[config.mk]
export PLATFORM = sky130hd
export DESIGN_NAME = adcpd_ctrl
export DESIGN_NICKNAME = d
export VERILOG_FILES = /design/src/hw/adcpd_pkg.sv /design/src/hw/adcpd_ctrl.sv
export SDC_FILE = /design/constraint.sdc
export NUM_CORES = 1
export LEC_CHECK = 0
export BUFFER_PORTS_ARGS = -buffer_cell sky130_fd_sc_hd__buf_2
export CAP_MARGIN = 20
export CORE_UTILIZATION = 47
export DETAILED_ROUTE_END_ITERATION = 8
export MAX_ROUTING_LAYER = met4
export PLACE_DENSITY_LB_ADDON = 0.3
export REMOVE_ABC_BUFFERS = 1
export SLEW_MARGIN = 20
export SYNTH_ARGS = -nofsm -noshare
export SYNTH_HDL_FRONTEND = slang
export SYNTH_SLANG_ARGS = --single-unit
[constraint.sdc]
create_clock -name i_clock -period 1.9 [get_ports i_clock]
set_input_delay 0.095 -clock i_clock [delete_from_list [all_inputs] [get_ports i_clock]]
set_output_delay 0.095 -clock i_clock [all_outputs]
set_load 0.05 [all_outputs]
[src/hw/adcpd_pkg.sv]
package adcpd_pkg;
    // Command word that requests software power-down
    localparam logic [15:0] ADCPD_CMD_SW_POWER_DOWN_INPUT = 16'h8000;
    localparam int ADCPD_DATA_W = 12;
    localparam logic [11:0] ADCPD_CODE_ZERO = 12'h000;
    localparam logic [11:0] ADCPD_CODE_FULL = 12'hFFF;
    localparam logic [11:0] ADCPD_CFG_RESET = 12'h000;
    localparam int ADCPD_CFG_REF_EXT_BIT = 11;
    // Internal reference warm-up after a full power-down
    localparam int ADCPD_CLK_MHZ = 250;
    localparam int ADCPD_WARMUP_MS = 20;
    localparam int ADCPD_WARMUP_CYCLES = ADCPD_WARMUP_MS * 1000 * ADCPD_CLK_MHZ;

    typedef enum logic [3:0] {
        ADCPD_ACTIVE = 4'h1,
        ADCPD_AUTO = 4'h2,
        ADCPD_SWPD = 4'h4,
        ADCPD_HWPD = 4'h8
    } adcpd_state_t;
endpackage

[src/hw/adcpd_ctrl.sv]
`timescale 1ns/1ps
module adcpd_ctrl
    import adcpd_pkg::*;
#(
    parameter int WARMUP_CYCLES = ADCPD_WARMUP_CYCLES
) (
    // Clock and reset
    input wire logic i_clock,
    input wire logic i_rst,
    // Wake sources (active low, frame sync active high) and active-low power-down pin
    input wire logic i_chip_select_n,
    input wire logic i_frame_sync_strobe,
    input wire logic i_conversion_start_input_n,
    input wire logic i_power_down_input_n,
    // Command and configuration
    input wire logic i_cmd_valid,
    input wire logic [15:0] i_cmd_word,
    input wire logic i_cfg_write,
    input wire logic [11:0] i_cfg_data,
    input wire logic i_conv_done,
    // Raw conversion and range flags
    input wire logic [11:0] i_raw_code,
    input wire logic i_over_ref_high,
    input wire logic i_under_ref_low,
    // Status
    output logic o_core_on,
    output logic o_ref_on,
    output logic o_ref_ready,
    output logic o_fifo_clear,
    output logic o_sweep_restart,
    output logic [11:0] o_configuration_register,
    output logic [11:0] o_result_code,
    output logic [3:0] o_state
);
    adcpd_state_t state_q;
    adcpd_state_t state_d;
    logic wake;
    logic sw_cmd;
    logic hw_pd;
    logic enter_pd;
    logic [31:0] warm_q;
    logic [11:0] cfg_q;
    logic [11:0] code_q;
    logic pd_pulse_q;
    logic [31:0] ref_run_q;

    // Modes in which the whole chip, reference included, is off
    function automatic logic is_full_pd(input adcpd_state_t s);
        return (s == ADCPD_SWPD) || (s == ADCPD_HWPD);
    endfunction

    // Modes in which the reference keeps running
    function automatic logic ref_kept(input adcpd_state_t s);
        return (s == ADCPD_ACTIVE) || (s == ADCPD_AUTO);
    endfunction

    assign hw_pd = ~i_power_down_input_n;
    assign wake = ~i_chip_select_n | i_frame_sync_strobe | ~i_conversion_start_input_n;
    assign sw_cmd = i_cmd_valid && (i_cmd_word == ADCPD_CMD_SW_POWER_DOWN_INPUT);

    always_comb begin
        state_d = state_q;
        unique case (state_q)
            ADCPD_ACTIVE: begin
                if (sw_cmd) begin
                    state_d = ADCPD_SWPD;
                end else if (i_conv_done) begin
                    state_d = ADCPD_AUTO;
                end
            end
            ADCPD_AUTO: begin
                if (sw_cmd) begin
                    state_d = ADCPD_SWPD;
                end else if (wake) begin
                    state_d = ADCPD_ACTIVE;
                end
            end
            ADCPD_SWPD: begin
                if (wake) begin
                    state_d = ADCPD_ACTIVE;
                end
            end
            ADCPD_HWPD: begin
                if (sw_cmd) begin
                    state_d = ADCPD_SWPD;
                end else begin
                    state_d = ADCPD_ACTIVE;
                end
            end
            default: state_d = ADCPD_ACTIVE;
        endcase
        if (hw_pd) begin
            state_d = ADCPD_HWPD;
        end
    end

    always_ff @(posedge i_clock) begin
        if (i_rst) begin
            state_q <= ADCPD_ACTIVE;
        end else begin
            state_q <= state_d;
        end
    end

    assign enter_pd = is_full_pd(state_d) && !is_full_pd(state_q);

    always_ff @(posedge i_clock) begin
        if (i_rst) begin
            pd_pulse_q <= 1'b0;
        end else begin
            pd_pulse_q <= enter_pd;
        end
    end
    assign o_fifo_clear = pd_pulse_q;
    assign o_sweep_restart = pd_pulse_q;

    // Pin power-down removes power immediately, not waiting for the state register
    assign o_core_on = !hw_pd && (state_q == ADCPD_ACTIVE);
    assign o_ref_on = !hw_pd && ref_kept(state_q);

    always_ff @(posedge i_clock) begin
        if (i_rst) begin
            cfg_q <= ADCPD_CFG_RESET;
        end else if (i_cfg_write && state_q == ADCPD_ACTIVE) begin
            cfg_q <= i_cfg_data;
        end
    end
    assign o_configuration_register = cfg_q;

    // Warm-up count restarts whenever the reference is off
    always_ff @(posedge i_clock) begin
        if (i_rst) begin
            warm_q <= 32'h0;
        end else if (!o_ref_on) begin
            warm_q <= 32'h0;
        end else if (warm_q < WARMUP_CYCLES) begin
            warm_q <= warm_q + 32'h1;
        end
    end
    assign o_ref_ready = o_ref_on && (cfg_q[ADCPD_CFG_REF_EXT_BIT] || warm_q >= WARMUP_CYCLES);

    always_ff @(posedge i_clock) begin
        if (i_rst) begin
            code_q <= ADCPD_CODE_ZERO;
        end else if (i_conv_done) begin
            if (i_over_ref_high) begin
                code_q <= ADCPD_CODE_FULL;
            end else if (i_under_ref_low) begin
                code_q <= ADCPD_CODE_ZERO;
            end else begin
                code_q <= i_raw_code;
            end
        end
    end
    assign o_result_code = code_q;
    assign o_state = state_q;

    // Independent reference-on count for the warm-up checks
    always_ff @(posedge i_clock) begin
        if (i_rst) begin
            ref_run_q <= 32'h0;
        end else if (!o_ref_on) begin
            ref_run_q <= 32'h0;
        end else if (ref_run_q < WARMUP_CYCLES) begin
            ref_run_q <= ref_run_q + 32'h1;
        end
    end

    // Auto low-power entry, hold and exit
    chk_auto_after_conv: assert property (@(posedge i_clock) disable iff (i_rst)
        state_q == ADCPD_ACTIVE && i_conv_done && !sw_cmd && !hw_pd |=> state_q == ADCPD_AUTO)
        else $error("no auto low-power after conversion");
    chk_auto_stay: assert property (@(posedge i_clock) disable iff (i_rst)
        state_q == ADCPD_AUTO && !wake && !sw_cmd && !hw_pd |=> state_q == ADCPD_AUTO)
        else $error("auto low-power left without a wake");
    chk_auto_core_off: assert property (@(posedge i_clock) disable iff (i_rst)
        state_q == ADCPD_AUTO |-> !o_core_on)
        else $error("core on in auto low-power");
    chk_auto_ref_on: assert property (@(posedge i_clock) disable iff (i_rst)
        state_q == ADCPD_AUTO && !hw_pd |-> o_ref_on)
        else $error("reference off in auto low-power");
    chk_auto_wake: assert property (@(posedge i_clock) disable iff (i_rst)
        state_q == ADCPD_AUTO && wake && !sw_cmd && !hw_pd |=> state_q == ADCPD_ACTIVE)
        else $error("auto low-power did not wake");
    chk_active_idle: assert property (@(posedge i_clock) disable iff (i_rst)
        state_q == ADCPD_ACTIVE && !sw_cmd && !i_conv_done && !hw_pd |=> state_q == ADCPD_ACTIVE)
        else $error("active mode left without a cause");

    // Software power-down and external reference readiness
    chk_sw_cmd_off: assert property (@(posedge i_clock) disable iff (i_rst)
        sw_cmd && !hw_pd && state_q != ADCPD_SWPD |=> !o_ref_on && !o_core_on)
        else $error("software power-down not entered");
    chk_sw_from_auto: assert property (@(posedge i_clock) disable iff (i_rst)
        state_q == ADCPD_AUTO && sw_cmd && !hw_pd |=> state_q == ADCPD_SWPD)
        else $error("command ignored in auto low-power");
    chk_sw_from_hw: assert property (@(posedge i_clock) disable iff (i_rst)
        state_q == ADCPD_HWPD && sw_cmd && !hw_pd |=> state_q == ADCPD_SWPD)
        else $error("command ignored on pin release");
    chk_sw_ref_off: assert property (@(posedge i_clock) disable iff (i_rst)
        state_q == ADCPD_SWPD |-> !o_ref_on && !o_core_on)
        else $error("power on in software power-down");
    chk_sw_stay: assert property (@(posedge i_clock) disable iff (i_rst)
        state_q == ADCPD_SWPD && !wake && !hw_pd |=> state_q == ADCPD_SWPD)
        else $error("software power-down left without a wake");
    chk_sw_wake: assert property (@(posedge i_clock) disable iff (i_rst)
        state_q == ADCPD_SWPD && wake && !hw_pd |=> state_q == ADCPD_ACTIVE)
        else $error("software power-down did not wake");
    chk_ext_ready: assert property (@(posedge i_clock) disable iff (i_rst)
        o_ref_on && cfg_q[ADCPD_CFG_REF_EXT_BIT] |-> o_ref_ready)
        else $error("external reference not ready at once");

    // Pin power-down
    chk_hw_pd_now: assert property (@(posedge i_clock) disable iff (i_rst)
        hw_pd |-> !o_ref_on && !o_core_on)
        else $error("pin power-down not immediate");
    chk_hw_enter: assert property (@(posedge i_clock) disable iff (i_rst)
        hw_pd |=> state_q == ADCPD_HWPD)
        else $error("pin power-down state not entered");
    chk_pd_pin_ref: assert property (@(posedge i_clock) disable iff (i_rst)
        state_q == ADCPD_HWPD |-> !o_ref_on && !o_core_on)
        else $error("power on in pin power-down state");
    chk_hw_hold: assert property (@(posedge i_clock) disable iff (i_rst)
        hw_pd && wake |=> state_q == ADCPD_HWPD)
        else $error("wake honoured during pin power-down");
    chk_hw_release: assert property (@(posedge i_clock) disable iff (i_rst)
        state_q == ADCPD_HWPD && !hw_pd && !sw_cmd |=> state_q == ADCPD_ACTIVE)
        else $error("pin release did not restore");
    chk_hw_ready_wait: assert property (@(posedge i_clock) disable iff (i_rst)
        state_q == ADCPD_HWPD && !hw_pd && !cfg_q[ADCPD_CFG_REF_EXT_BIT] |=> !o_ref_ready)
        else $error("internal reference ready without warm-up");
    chk_ext_after_hw: assert property (@(posedge i_clock) disable iff (i_rst)
        state_q == ADCPD_HWPD && !hw_pd && !sw_cmd && cfg_q[ADCPD_CFG_REF_EXT_BIT] |=> o_ref_ready || hw_pd)
        else $error("external reference late after pin release");

    // Reference warm-up
    chk_warm_early: assert property (@(posedge i_clock) disable iff (i_rst)
        o_ref_on && !cfg_q[ADCPD_CFG_REF_EXT_BIT] && ref_run_q < WARMUP_CYCLES |-> !o_ref_ready)
        else $error("reference ready before warm-up");
    chk_warm_done: assert property (@(posedge i_clock) disable iff (i_rst)
        o_ref_on && ref_run_q >= WARMUP_CYCLES |-> o_ref_ready)
        else $error("reference not ready after warm-up");
    chk_ready_ref: assert property (@(posedge i_clock) disable iff (i_rst)
        o_ref_ready |-> o_ref_on)
        else $error("ready with reference off");

    // Clear and restart pulses
    chk_fifo_clear: assert property (@(posedge i_clock) disable iff (i_rst)
        enter_pd |=> o_fifo_clear && o_sweep_restart ##1 !o_fifo_clear)
        else $error("fifo clear pulse wrong");
    chk_sw_clear: assert property (@(posedge i_clock) disable iff (i_rst)
        state_q == ADCPD_ACTIVE && sw_cmd && !hw_pd |=> o_fifo_clear)
        else $error("no fifo clear on software power-down");
    chk_pulse_cause: assert property (@(posedge i_clock) disable iff (i_rst)
        o_fifo_clear |-> is_full_pd(state_q) && !is_full_pd($past(state_q)))
        else $error("fifo clear without power-down entry");
    chk_pulse_idle: assert property (@(posedge i_clock) disable iff (i_rst)
        !enter_pd |=> !o_fifo_clear)
        else $error("spurious fifo clear");
    chk_sweep_pulse: assert property (@(posedge i_clock) disable iff (i_rst)
        o_sweep_restart |=> !o_sweep_restart)
        else $error("sweep restart longer than one cycle");

    // Configuration
    chk_cfg_keep: assert property (@(posedge i_clock) disable iff (i_rst)
        state_q != ADCPD_ACTIVE |=> $stable(cfg_q))
        else $error("configuration changed in power-down");
    chk_cfg_write: assert property (@(posedge i_clock) disable iff (i_rst)
        i_cfg_write && state_q == ADCPD_ACTIVE |=> o_configuration_register == $past(i_cfg_data))
        else $error("configuration write lost");
    chk_cfg_in_pd: assert property (@(posedge i_clock) disable iff (i_rst)
        i_cfg_write && state_q != ADCPD_ACTIVE |=> $stable(o_configuration_register))
        else $error("configuration written while powered down");
    chk_cfg_hold_nowr: assert property (@(posedge i_clock) disable iff (i_rst)
        !i_cfg_write |=> $stable(o_configuration_register))
        else $error("configuration changed without a write");

    // Result clamp
    chk_over_range: assert property (@(posedge i_clock) disable iff (i_rst)
        i_conv_done && i_over_ref_high |=> o_result_code == ADCPD_CODE_FULL)
        else $error("over-range code wrong");
    chk_under_range: assert property (@(posedge i_clock) disable iff (i_rst)
        i_conv_done && !i_over_ref_high && i_under_ref_low |=> o_result_code == ADCPD_CODE_ZERO)
        else $error("under-range code wrong");
    chk_in_range_code: assert property (@(posedge i_clock) disable iff (i_rst)
        i_conv_done && !i_over_ref_high && !i_under_ref_low |=> o_result_code == $past(i_raw_code))
        else $error("in-range code wrong");
    chk_result_hold: assert property (@(posedge i_clock) disable iff (i_rst)
        !i_conv_done |=> $stable(o_result_code))
        else $error("result changed without a conversion");

    cov_auto: cover property (@(posedge i_clock) state_q == ADCPD_AUTO ##1 state_q == ADCPD_ACTIVE);
    cov_sw: cover property (@(posedge i_clock) state_q == ADCPD_SWPD ##1 state_q == ADCPD_ACTIVE);
    cov_hw: cover property (@(posedge i_clock) state_q == ADCPD_HWPD ##1 state_q == ADCPD_ACTIVE);
    cov_clear: cover property (@(posedge i_clock) o_fifo_clear ##1 state_q == ADCPD_ACTIVE);
    cov_warm: cover property (@(posedge i_clock) !o_ref_ready ##1 o_ref_ready && !cfg_q[ADCPD_CFG_REF_EXT_BIT]);
endmodule

# Yosys cells after proc, flatten, opt, wreduce, memory -nomap -nowiden
# Cells that the tools add are included.
# word_totals
reg_bits	61
input_bits	51
output_inout_bits	33
wordCells	41
# op_classes
n_addsub	1
bitwise	5
eq_ne	7
mux	9
magnitude_cmp	2
reduce_logical	12
# op_table
op	n
$add A32 B1 Y32 const B	1
$ge A32 B23 Y1 const B	1
$lt A32 B23 Y1 const B	1
$mux W12	2
$mux W4	5
$eq A16 B16 Y1 const B	1
$pmux W4 S4	1
$eq A4 B3 Y1 const B	2
$eq A4 B4 Y1 const B	2
$logic_and A1 B1 Y1	6
$eq A4 B1 Y1 const B	1
$eq A4 B2 Y1 const B	1
$logic_or A1 B1 Y1	4
$mux W3	1
$not A1 Y1	3
$or A1 B1 Y1	2
$reduce_or A2 Y1	1
$logic_not A1 Y1	1

# Logic depth before layout (Yosys ltp)
# Gate-level depths: netlist of the first run.
# depth
word_depth	10
ltp_mapped	8
ltp_nobuf	6

# Worst setup path after synthesis of the first run
# Ideal clock, no wire load.
# synth_timing
kind	flip-flop to output port
startpoint	reg state_q[2], in the netlist o_state[2]
endpoint	out o_ref_ready
n_path_buf	1
stages_incl_launch_ff	5
slack_ps	-776
required_time_ps	1805
arrival_ps	2581
cell_sequence	dfxtp_1 buf_2 or3b_1 a21oi_1 o41a_1
# synth_between
elab_chain_len	4
elab_cells_between_ends	5
cone_classes	eq/ne (2); reduce/logical (3)
# synth_lines
item	line_no	source
start, declared	adcpd_ctrl.sv:35	adcpd_state_t state_q;
start signal, assigned	adcpd_ctrl.sv:101	state_q <= state_d;
$eq A4 B1 Y1 / $eq A4 B2 Y1 (equally long branches)	adcpd_ctrl.sv:54	return (s == ADCPD_ACTIVE) || (s == ADCPD_AUTO);
$logic_or A1 B1 Y1 *	adcpd_ctrl.sv:54	
$logic_and A1 B1 Y1 *	adcpd_ctrl.sv:119	assign o_ref_on = !hw_pd && ref_kept(state_q);
net o_ref_on	adcpd_ctrl.sv:27	output logic o_ref_on,
$logic_and A1 B1 Y1 *	adcpd_ctrl.sv:140	assign o_ref_ready = o_ref_on && (cfg_q[ADCPD_CFG_REF_EXT_BIT] || warm_q >= WARMUP_CYCLES);
end, declared	adcpd_ctrl.sv:28	output logic o_ref_ready,
# Mark *: on every way through the listed nets, which the timed path passes. The rest lies on a longest branch.

# Worst setup path after layout of the first run
# layout_timing
startpoint	reg warm_q[15]
endpoint	out o_ref_ready
# layout_between
elab_chain_len	3
# layout_lines
item	line_no	source
start, declared	adcpd_ctrl.sv:41	logic [31:0] warm_q;
start signal, assigned	adcpd_ctrl.sv:137	warm_q <= warm_q + 32'h1;
$ge A32 B23 Y1	adcpd_ctrl.sv:140	
$logic_or A1 B1 Y1	adcpd_ctrl.sv:140	
$logic_and A1 B1 Y1	adcpd_ctrl.sv:140	
# No other way between the ends.

==> results of run 1 <==
## kinds of logic after synthesis
group                      Yosys count
and+or+nand+nor                    175
AOI/OAI and AO/OA                   88
DFF                                 61
buffers and inverters               32
adders and majority gates            2
xor gates and xnor gates             1
muxes                                1
## metal layers
metal  wire [um]  global-route usage [%]  up-vias
met5           0                       -        -
met4         238                    15.4        0
met3         499                    5.73       33
met2        4310                    44.7      154
met1        3540                    32.3     1480
li1            -                       -     1548
## per-stage QoR
stage | power, mW | setup WS, ps | hold slack, ps
2_1_floorplan | 1.67 | -683 | 164
3_3_place_gp | 1.83 | 61.0 | 329
3_5_place_dp | 1.83 | -63.7 | 334
4_1_cts | 3.17 | -226 | 3.68
5_1_grt | 3.27 | -319 | 30.3
6_report | 3.16 | -261 | 15.2
## sequential cells by signal, indices dropped and copies added, names as in the netlist
register                  cells
warm_q                       32
o_fifo_clear                  1
o_result_code                12
o_configuration_register     12
o_state                       4
## Yosys cell counts (all sizes together), types with 7 or more instances
library cell / number / share of area (%)
dfxtp: 61 / 42
nand2: 41 / 5.3
a21oi: 36 / 6.2
nor2: 32 / 4.1
clkbuf: 16 / 2.1
nand3: 15 / 2.6
o22ai: 14 / 3.0
nor2b: 13 / 2.8
and2: 12 / 2.6
nand4: 11 / 2.4
o31ai: 10 / 2.6
inv: 9 / 1.2
nor3: 9 / 1.7
or4: 9 / 2.3
buf: 7 / 1.5
o21ai: 7 / 1.2
## critical path, cell delays in order, from the launching register on
cell	delay (ps)
dfxtp_2	400
and4bb_2	260
o2111ai_1	180
a21oi_4	120
buf_12	170
o41a_1	420
buf_6	170
## layout by cell type (no fill, tap or decap), drive strengths merged, types with 10 or more instances in the layout
master,n
a21oi,36
and2,12
buf,114
dfxtp,61
dlygate4sd3,12
inv,12
nand2,41
nand3,15
nand4,11
nor2,32
nor2b,13
o22ai,14
o31ai,10
## worst max path at each step
stage	startpoint	to	slack, ps	cells after the start
6_report	warm_q[15]	o_ref_ready	-260	6
5_1_grt	warm_q[26]	o_ref_ready	-320	6
4_1_cts	warm_q[28]	o_ref_ready	-230	6
3_5_place_dp	warm_q[26]	warm_q[12]	-60	7
3_3_place_gp	warm_q[26]	warm_q[16]	60	7
2_1_floorplan	o_state[2]	o_ref_ready	-680	3
## layout make-up
class | instances | share of cell area, %
Sequential cell | 61 | 30.1
Clock buffer | 9 | 3.04
Multi-Input combinational cell | 267 | 40.4
Tap cell | 75 | 2.30
Clock inverter | 7 | 2.55
Inverter | 9 | 0.829
Timing Repair Buffer | 127 | 20.7
## timing repair
item / CTS / global route
cloned: 1 / 0
resized for setup: 12 / 13
buffers inserted: 5 / 0
hold endpoints to repair: 12 / 0
pin swaps: 7 / 6
hold buffers: 12 / 0
setup endpoints to repair: 14 / 23
## report_power, final
group / switching (mW) / total (mW) / internal (mW)
clock network: 0.577 / 1.33 / 0.756
logic: 0.327 / 0.484 / 0.157
registers: 0.0235 / 1.34 / 1.32
total: 0.928 / 3.16 / 2.23
==> summary.txt, run 1 <==
STA
  • Endpoints failing setup: 17
  • Worst-Margin Slew: 456 ps
  • Unrepaired setup endpoints after global routing: true
  • Layout Skew: ~12 ps
  • Max Slew Vio Count: 0
  • Min cycle time layout: around 2200 ps
  • Final period utilization: 114%
  • Setup ws final: -261 ps
  • Hold Fails Final Rpt: 0
  • Achievable frequency: 463 MHz
  • TNS Setup: -2170 ps
  • Slew headroom: 69.5%

Clock network
  • Clock tree from TritonCTS: yes
  • Clock-pin slew on the worst setup and hold paths: 80 ps
  • Clock tree sinks: 61
  • CTS Buf Count: 9
  • Root buffer cell: clkbuf_8
  • Worst skew pair latency: 350 ps
  • H-tree levels: 3
  • Max clock buf depth: 2

Final layout
  • Layout Nets: approximately 530
  • Design area: 4080 sq um
  • Area Growth Syn to Fin: 39.6%
  • Post-route insts no fill: 555
  • Final Core Density: about two thirds
  • Fraction of layout cells with a size suffix above 1: 32.3%
  • Register Area: 1230 sq um
  • Inserted Diodes: 0
  • Fill count: 465
  • Area of the multi-input gates: ~1600 sq um

Critical path
  • Worst R2R Path Depth: 7
  • Startpoint types: register
  • Reg2Reg Launch Point: warm_q[26]
  • R2r setup slk: -160 ps
  • Critical Path AT: 2070 ps
  • CP required: approximately 1800 ps
  • Worst setup EP type: output port
  • Critical path type: reg2out
  • CP Max Fanout: 14
  • Critical R2R Capture: warm_q[15]

Synthesis
  • Asr flop ratio synth: 0%
  • Register area share after synthesis: a little over two fifths
  • Yosys reg bits: between 60 and 70
  • Synth Area in Simple Gates: around a third
  • Synth Area in Adders: 0.857%
  • Compound-Gate Fraction of Synth Area: 19.1%
  • Mapped Area: a little under 3000 sq um
  • Synth Instances: 360
  • Synth warnings: 0
  • Distinct cells, synth: 52
  • Syn Area/Cell: 8.11 sq um
  • Largest family of logic cells by synthesized area: simple AND/OR/NAND/NOR gates
  • Main flop type after synthesis: dfxtp_1
  • Mux cell area share after synthesis: 0.343%
  • Xor/xnor share of the synthesized area: 0.300%
  • Post-synth EDFFs: 0

Placed design
  • Dpl cell area: 3560 sq um
  • Cell total after placement: 521
  • Number of port buffers: 83
  • Gp weighted congestion: 0.890
  • Final HPWL DP: 5330 um

Min path
  • Worst min path class: in2reg
  • Hold path cells: 3
  • Worst Hold Endpoint: o_configuration_register[3]
  • Worst Hold Launch: i_cfg_data[3]

Run status
  • Status: finished with violations
  • Failing checks: negative setup slack

GRT
  • Initial antenna violation count: 0
  • Largest net degree at the start of global routing: 28
  • First-pass GRT wire length: 13400 um
  • GR Overflow Total: 0
  • Vias in the first global route: 2968
  • GR Util All Layers: between 20% and 30%

Die
  • I/O pin count: 84
  • Core footprint: a little under 6000 sq um
  • Die Span Y: 80.8 um
  • Die Footprint: around 6500 sq um
  • Rows: 28
  • Initial core utilization: 49.0%
  • Die Span X: 80.8 um

Power
  • Maximum VDD drop: around 0.62 mV
  • Power per Cell Area: ~780 nW/um^2
  • LEAKAGE: 1.65 nW

Route
  • Vias per cell: 5.79
  • DRC viols: 0
  • 1st-iter DRT viols: roughly 220
  • Routed WL per cell: 15.5 um
  • Final antenna-violating net count: 0
  • Pre-Repair DR Iteration Count: 6
  • Final WL: 8590 um
  • Vias post-DR: about 3200

Flow run
  • Max-cap violations: 0
(Power assumes the default switching activity.)
==> inputs of run 2 (changes only) <==
--- a/config.mk
+++ b/config.mk
@@ -12,6 +12,7 @@
 export MAX_ROUTING_LAYER = met4
 export PLACE_DENSITY_LB_ADDON = 0.3
 export REMOVE_ABC_BUFFERS = 1
+export SETUP_SLACK_MARGIN = 0.2
 export SLEW_MARGIN = 20
 export SYNTH_ARGS = -nofsm -noshare
 export SYNTH_HDL_FRONTEND = slang
==> summary.txt, run 2 (synthesis results as in run 1) <==
STA
  • Min cycle time layout: 2200 ps
  • Hold Fails Final Rpt: 0
  • Slew headroom: just under 70%
  • Max Slew Vio Count: 0
  • Min Hold Slack: 15.9 ps
  • Endpoints failing setup: 18
  • Layout Skew: 10.0 ps
  • Setup ws final: -300 ps
  • Unrepaired setup endpoints after global routing: true
  • Final period utilization: 116%
  • Worst-Margin Slew: 461 ps
  • Achievable frequency: 455 MHz

Run status
  • Status: finished with violations
  • Failing checks: negative setup slack

Clock network
  • Worst skew pair latency: 350 ps
  • Clock tree from TritonCTS: yes
  • Clock-pin slew on the worst setup and hold paths: 70 ps
  • H-tree levels: 3
  • Clock tree sinks: 61
  • Root buffer cell: clkbuf_8
  • CTS Buf Count: 9
  • Max clock buf depth: 2

Placed design
  • Final HPWL DP: 5330 um
  • Pre-CTS setup slack: -63.7 ps
  • Gp weighted congestion: slightly below 0.9
  • Number of port buffers: 83

Critical path
  • Critical Path AT: 2100 ps
  • Critical path type: reg2out
  • Critical R2R Capture: warm_q[16]
  • R2r setup slk: -230 ps
  • CP Max Fanout: 2
  • Reg2Reg Launch Point: warm_q[26]
  • Worst setup EP type: output port
  • Startpoint types: register
  • Critical path origin: warm_q[26]
  • Worst R2R Path Depth: 8
  • CP required: 1800 ps

GRT
  • GR Util All Layers: between 20% and 30%
  • Initial antenna violation count: 0
  • Largest net degree at the start of global routing: 28
  • First-pass GRT wire length: 13400 um
  • Vias in the first global route: 2995
  • GR Overflow Total: 0

Final layout
  • Inserted Diodes: 0
  • Layout Nets: 532
  • Register Area: 1230 sq um
  • Max reg flops: 32
  • Biggest register: warm_q
  • Fraction of layout cells with a size suffix above 1: 35.5%
  • Area of the multi-input gates: ~1700 sq um
  • Final Core Density: 70.2%
  • Commonest non-fill, non-tap cell in the layout: buf_2
  • Area Growth Syn to Fin: 43.2%
  • Most frequent cells in the layout: buf_2, dfxtp_1, nand2_1
  • Fill count: ~450

Power
  • Maximum VDD drop: 0.617 mV
  • Power per Cell Area: 759 nW/um^2
  • Pwr Total: 3.17 mW
  • LEAKAGE: 1.68 nW

Die
  • Die Span X: 80.8 um
  • Core footprint: between 5000 and 6000 sq um
  • I/O pin count: 84
  • Rows: 28
  • Die Footprint: 6530 sq um
  • Initial core utilization: 49.0%
  • Die Span Y: roughly 81 um

Route
  • Pre-Repair DR Iteration Count: 5
  • Vias per cell: 5.82
  • Final WL: 8890 um
  • Final antenna-violating net count: 0
  • Vias post-DR: approximately 3300
  • 1st-iter DRT viols: 231
  • Routed WL per cell: around 16 um
  • DRC viols: 0

Min path
  • Hold path cells: 3
  • Worst Hold Launch: i_cfg_data[3]
  • Worst Hold Endpoint: o_configuration_register[3]
  • Worst min path class: in2reg

Flow run
  • Max-cap violations: 0
[run 2: cell count changes in the layout (fill, tap and decap cells not counted), moves of 2 or more]
cell,change
o21ai_0,-2
buf_6,+5
a21oi_1,-2
a21oi_2,+2
dfxtp_1,-2
dfxtp_2,+2
o21ai_2,+2
[run 2: worst max-delay path by stage]
stage,depth (start not counted),slack [ps],to
floorplan,3,-680,o_ref_ready
global placement,7,60,warm_q[16]
detailed placement,7,-60,warm_q[12]
CTS,6,-230,o_ref_ready
global route,6,-350,o_ref_ready
finish,6,-300,o_ref_ready
[run 2: metrics by stage]
stage                     TNS [ps]  instances  cell area (sq um)
after floorplan              -7950        337               2820
after global placement           0        521               3560
after detailed placement      -250        521               3560
after CTS                    -1800        555               4040
after global routing         -4260        559               4180
final                        -3190        559               4180
[run 2: final cells by class]
cell class	instances	area share [%]
multi-input combinational	267	40.8
clock inverter	7	2.48
tap	75	2.24
inverter	9	0.808
timing repair buffer	131	21.3
clock buffer	9	2.96
sequential	61	29.4
[run 2: worst max-delay path, stage by stage, from the launching register on]
cell and delay [ps]:
dfxtp_2 340, nor4_4 310, nand3_2 150, or2_4 280, buf_12 130, o41a_1 380, buf_6 170
[run 2: layer usage]
| layer | routed length (um) | GRT usage [%] | up-vias |
|---|---|---|---|
| met5 | 0 | - | - |
| met4 | 248 | 15.2 | 0 |
| met3 | 539 | 5.06 | 32 |
| met2 | 4480 | 45.8 | 163 |
| met1 | 3620 | 32.1 | 1502 |
| li1 | - | - | 1557 |
[run 2: timing repair]
item / CTS / global route
endpoints found under the hold margin: 12 / 0
endpoints found under the setup margin: 23 / 29
cloned: 1 / 0
pin swaps: 10 / 11
gates resized for setup: 21 / 28
setup buffers: 5 / 4
hold buffers: 12 / 0
[run 2: power breakdown]
part           total (mW)  internal (mW)  switching (mW)
Clock                1.34          0.756           0.580
Combinational       0.492          0.162           0.331
Sequential           1.35           1.32          0.0244
Total                3.17           2.24           0.935
==> inputs of run 3 (changes only) <==
--- a/config.mk
+++ b/config.mk
@@ -5,10 +5,11 @@
 export SDC_FILE = /design/constraint.sdc
 export NUM_CORES = 1
 export LEC_CHECK = 0
-export BUFFER_PORTS_ARGS = -buffer_cell sky130_fd_sc_hd__buf_2
 export CAP_MARGIN = 20
-export CORE_UTILIZATION = 47
+export CORE_UTILIZATION = 60
+export CTS_CLUSTER_DIAMETER = 30
 export DETAILED_ROUTE_END_ITERATION = 8
+export DONT_BUFFER_PORTS = 1
 export MAX_ROUTING_LAYER = met4
 export PLACE_DENSITY_LB_ADDON = 0.3
 export REMOVE_ABC_BUFFERS = 1
==> constraint.sdc (replaced) <==
create_clock -name i_clock -period 2.6 [get_ports i_clock]
set_input_delay 0.13 -clock i_clock [delete_from_list [all_inputs] [get_ports i_clock]]
set_output_delay 0.13 -clock i_clock [all_outputs]
set_load 0.05 [all_outputs]
==> summary.txt, run 3 (synthesis results as in run 1) <==
Run status
  • Status: finished, final reports clean

Clock network
  • CTS Buf Count: 9
  • Clock-pin slew on the worst setup and hold paths: 60 ps
  • Postcts setup bufs: 0
  • Root buffer cell: clkbuf_8
  • Worst skew pair latency: 340 ps
  • Clock tree sinks: 61
  • Clock tree from TritonCTS: yes
  • Max clock buf depth: 2
  • H-tree levels: 3

Final layout
  • Fill count: 355
  • Max reg flops: 32
  • Biggest register: warm_q
  • Area Growth Syn to Fin: 15.3%
  • Layout Nets: 431
  • Commonest non-fill, non-tap cell in the layout: dfxtp_1
  • Inserted Diodes: 0
  • Fraction of layout cells with a size suffix above 1: 9.66%
  • Final Core Density: 71.7%
  • Most frequent cells in the layout: dfxtp_1, nand2_1, a21oi_1

Placed design
  • Number of port buffers: 0
  • Gp weighted congestion: between 0.8 and 0.9
  • Final HPWL DP: around 4500 um
  • Pre-CTS setup slack: approximately 430 ps

Route
  • Vias per cell: 6.31
  • Final antenna-violating net count: 0
  • Vias post-DR: 2758
  • Pre-Repair DR Iteration Count: 4
  • Routed WL per cell: 16.5 um
  • 1st-iter DRT viols: 140
  • DRC viols: 0
  • Final WL: 7230 um

STA
  • Unrepaired setup endpoints after global routing: false
  • Setup ws final: 344 ps
  • Endpoints failing setup: 0
  • TNS Setup: 0 ps
  • Worst-Margin Slew: 983 ps
  • Hold Fails Final Rpt: 0
  • Final period utilization: between 80 and 90%
  • Slew headroom: 34.3%
  • Min cycle time layout: around 2300 ps
  • Max Slew Vio Count: 0
  • Layout Skew: 9.10 ps
  • Achievable frequency: approximately 440 MHz

GRT
  • Largest net degree at the start of global routing: 28
  • First-pass GRT wire length: 12000 um
  • Vias in the first global route: 2719
  • Initial antenna violation count: 0
  • GR Util All Layers: 30.7%
  • GR Overflow Total: 0

Die
  • Die Footprint: 5150 sq um
  • I/O pin count: between 80 and 90
  • Die Span X: between 70 and 80 um
  • Rows: 25
  • Initial core utilization: 62.2%
  • Core footprint: 4690 sq um
  • Die Span Y: approximately 70 um

Power
  • Switching share of power: 29.3%
  • Clock Power Share: 38.8%
  • Maximum VDD drop: 0.495 mV
  • Net switching power: 0.615 mW
  • Seq pwr share: approximately 52%
  • LEAKAGE: 1.15 nW
  • Comb pwr share: 9.0%
  • Power per Cell Area: 623 nW/um^2
  • Internal Power: 1.48 mW

Critical path
  • Startpoint types: register
  • Worst setup EP type: output port
  • Bufs and invs on worst path: 1
  • CP Max Fanout: 9
  • CP cell instances: nor4_2, nand3_1, or2_1, o41a_1, buf_12
  • Family with the most delay on the worst path: simple AND/OR/NAND/NOR gates
  • Critical path's largest stage delay: between 400 and 500 ps
  • Crit-path slowest cell: o41a_1
  • Critical path type: reg2out
  • Critical Path AT: 2130 ps
  • CP required: 2470 ps

Flow run
  • Max-cap violations: 0

Min path
  • Worst min path class: in2reg
==> run 3: changes by cell type in the layout (fill, tap and decap cells not counted), moves of 3 or more <==
cell | before | now
a21oi_2 | 5 | 1
a21oi_1 | 29 | 35
o21ai_0 | 4 | 7
buf_6 | 6 | 0
dfxtp_1 | 54 | 61
dfxtp_2 | 7 | 0
buf_4 | 28 | 12
inv_6 | 3 | 0
dlygate4sd3_1 | 12 | 17
buf_2 | 81 | 0
==> run 3: final timing paths <==
kind,from,to,slack [ps],depth (start not counted)
worst min register to register,warm_q[24],warm_q[24],460,1
worst min-delay path,i_under_ref_low,o_result_code[7],20,3
worst max register to register,o_state[0],o_configuration_register[3],390,6
worst max-delay path,warm_q[26],o_ref_ready,340,5
==> run 3: routing by layer <==
metal | vias up | routed length, um | track usage (%)
li1 | 1353 | - | -
met5 | - | 0 | -
met3 | 16 | 515 | 9.99
met4 | 0 | 162 | 15.3
met1 | 1274 | 2890 | 32.0
met2 | 115 | 3660 | 52.0
==> run 3: repair_timing <==
action | CTS | global route
gates resized for setup | 0 | 3
hold buffers | 17 | 0
endpoints found under the setup margin | 0 | 2
hold endpoints to repair | 28 | 0
==> run 3: per-stage QoR <==
| step | power, mW | std cells | instance area (sq um) | hold slack (ps) |
|---|---|---|---|---|
| 6_report | 2.10 | 437 | 3360 | 15.2 |
| 5_1_grt | 2.18 | 437 | 3360 | 4.38 |
| 4_1_cts | 2.10 | 437 | 3360 | 1.20 |
| 3_5_place_dp | 1.26 | 404 | 3000 | 204 |
| 3_3_place_gp | 1.26 | 404 | 3000 | 202 |
| 2_1_floorplan | 1.22 | 337 | 2820 | 199 |
==> run 3: layout make-up <==
class / count / area (sq um) / area share [%]
multi-input combinational: 267 / 1570 / 46.7
sequential: 61 / 1220 / 36.3
timing repair buffer: 30 / 280 / 8.33
clock buffer: 10 / 128 / 3.79
tap: 54 / 67.6 / 2.01
clock inverter: 6 / 63.8 / 1.90
inverter: 9 / 33.8 / 1.00
==> run 3: worst register-to-register path: stages, from the launching register on <==
cell and delay (ps):
dfxtp_1 380, buf_4 270, nor2b_1 290, and3_2 370, nand2_1 100, a21oi_1 160, dlygate4sd3_1 590
==> run 3: power groups by stage <==
stage	registers, mW	logic, mW	clock network (mW)
2_1_floorplan	1.12	0.100	0
4_1_cts	1.09	0.181	0.826
3_5_place_dp	1.11	0.150	0
3_3_place_gp	1.11	0.146	0
5_1_grt	1.10	0.204	0.875
6_report	1.09	0.189	0.814
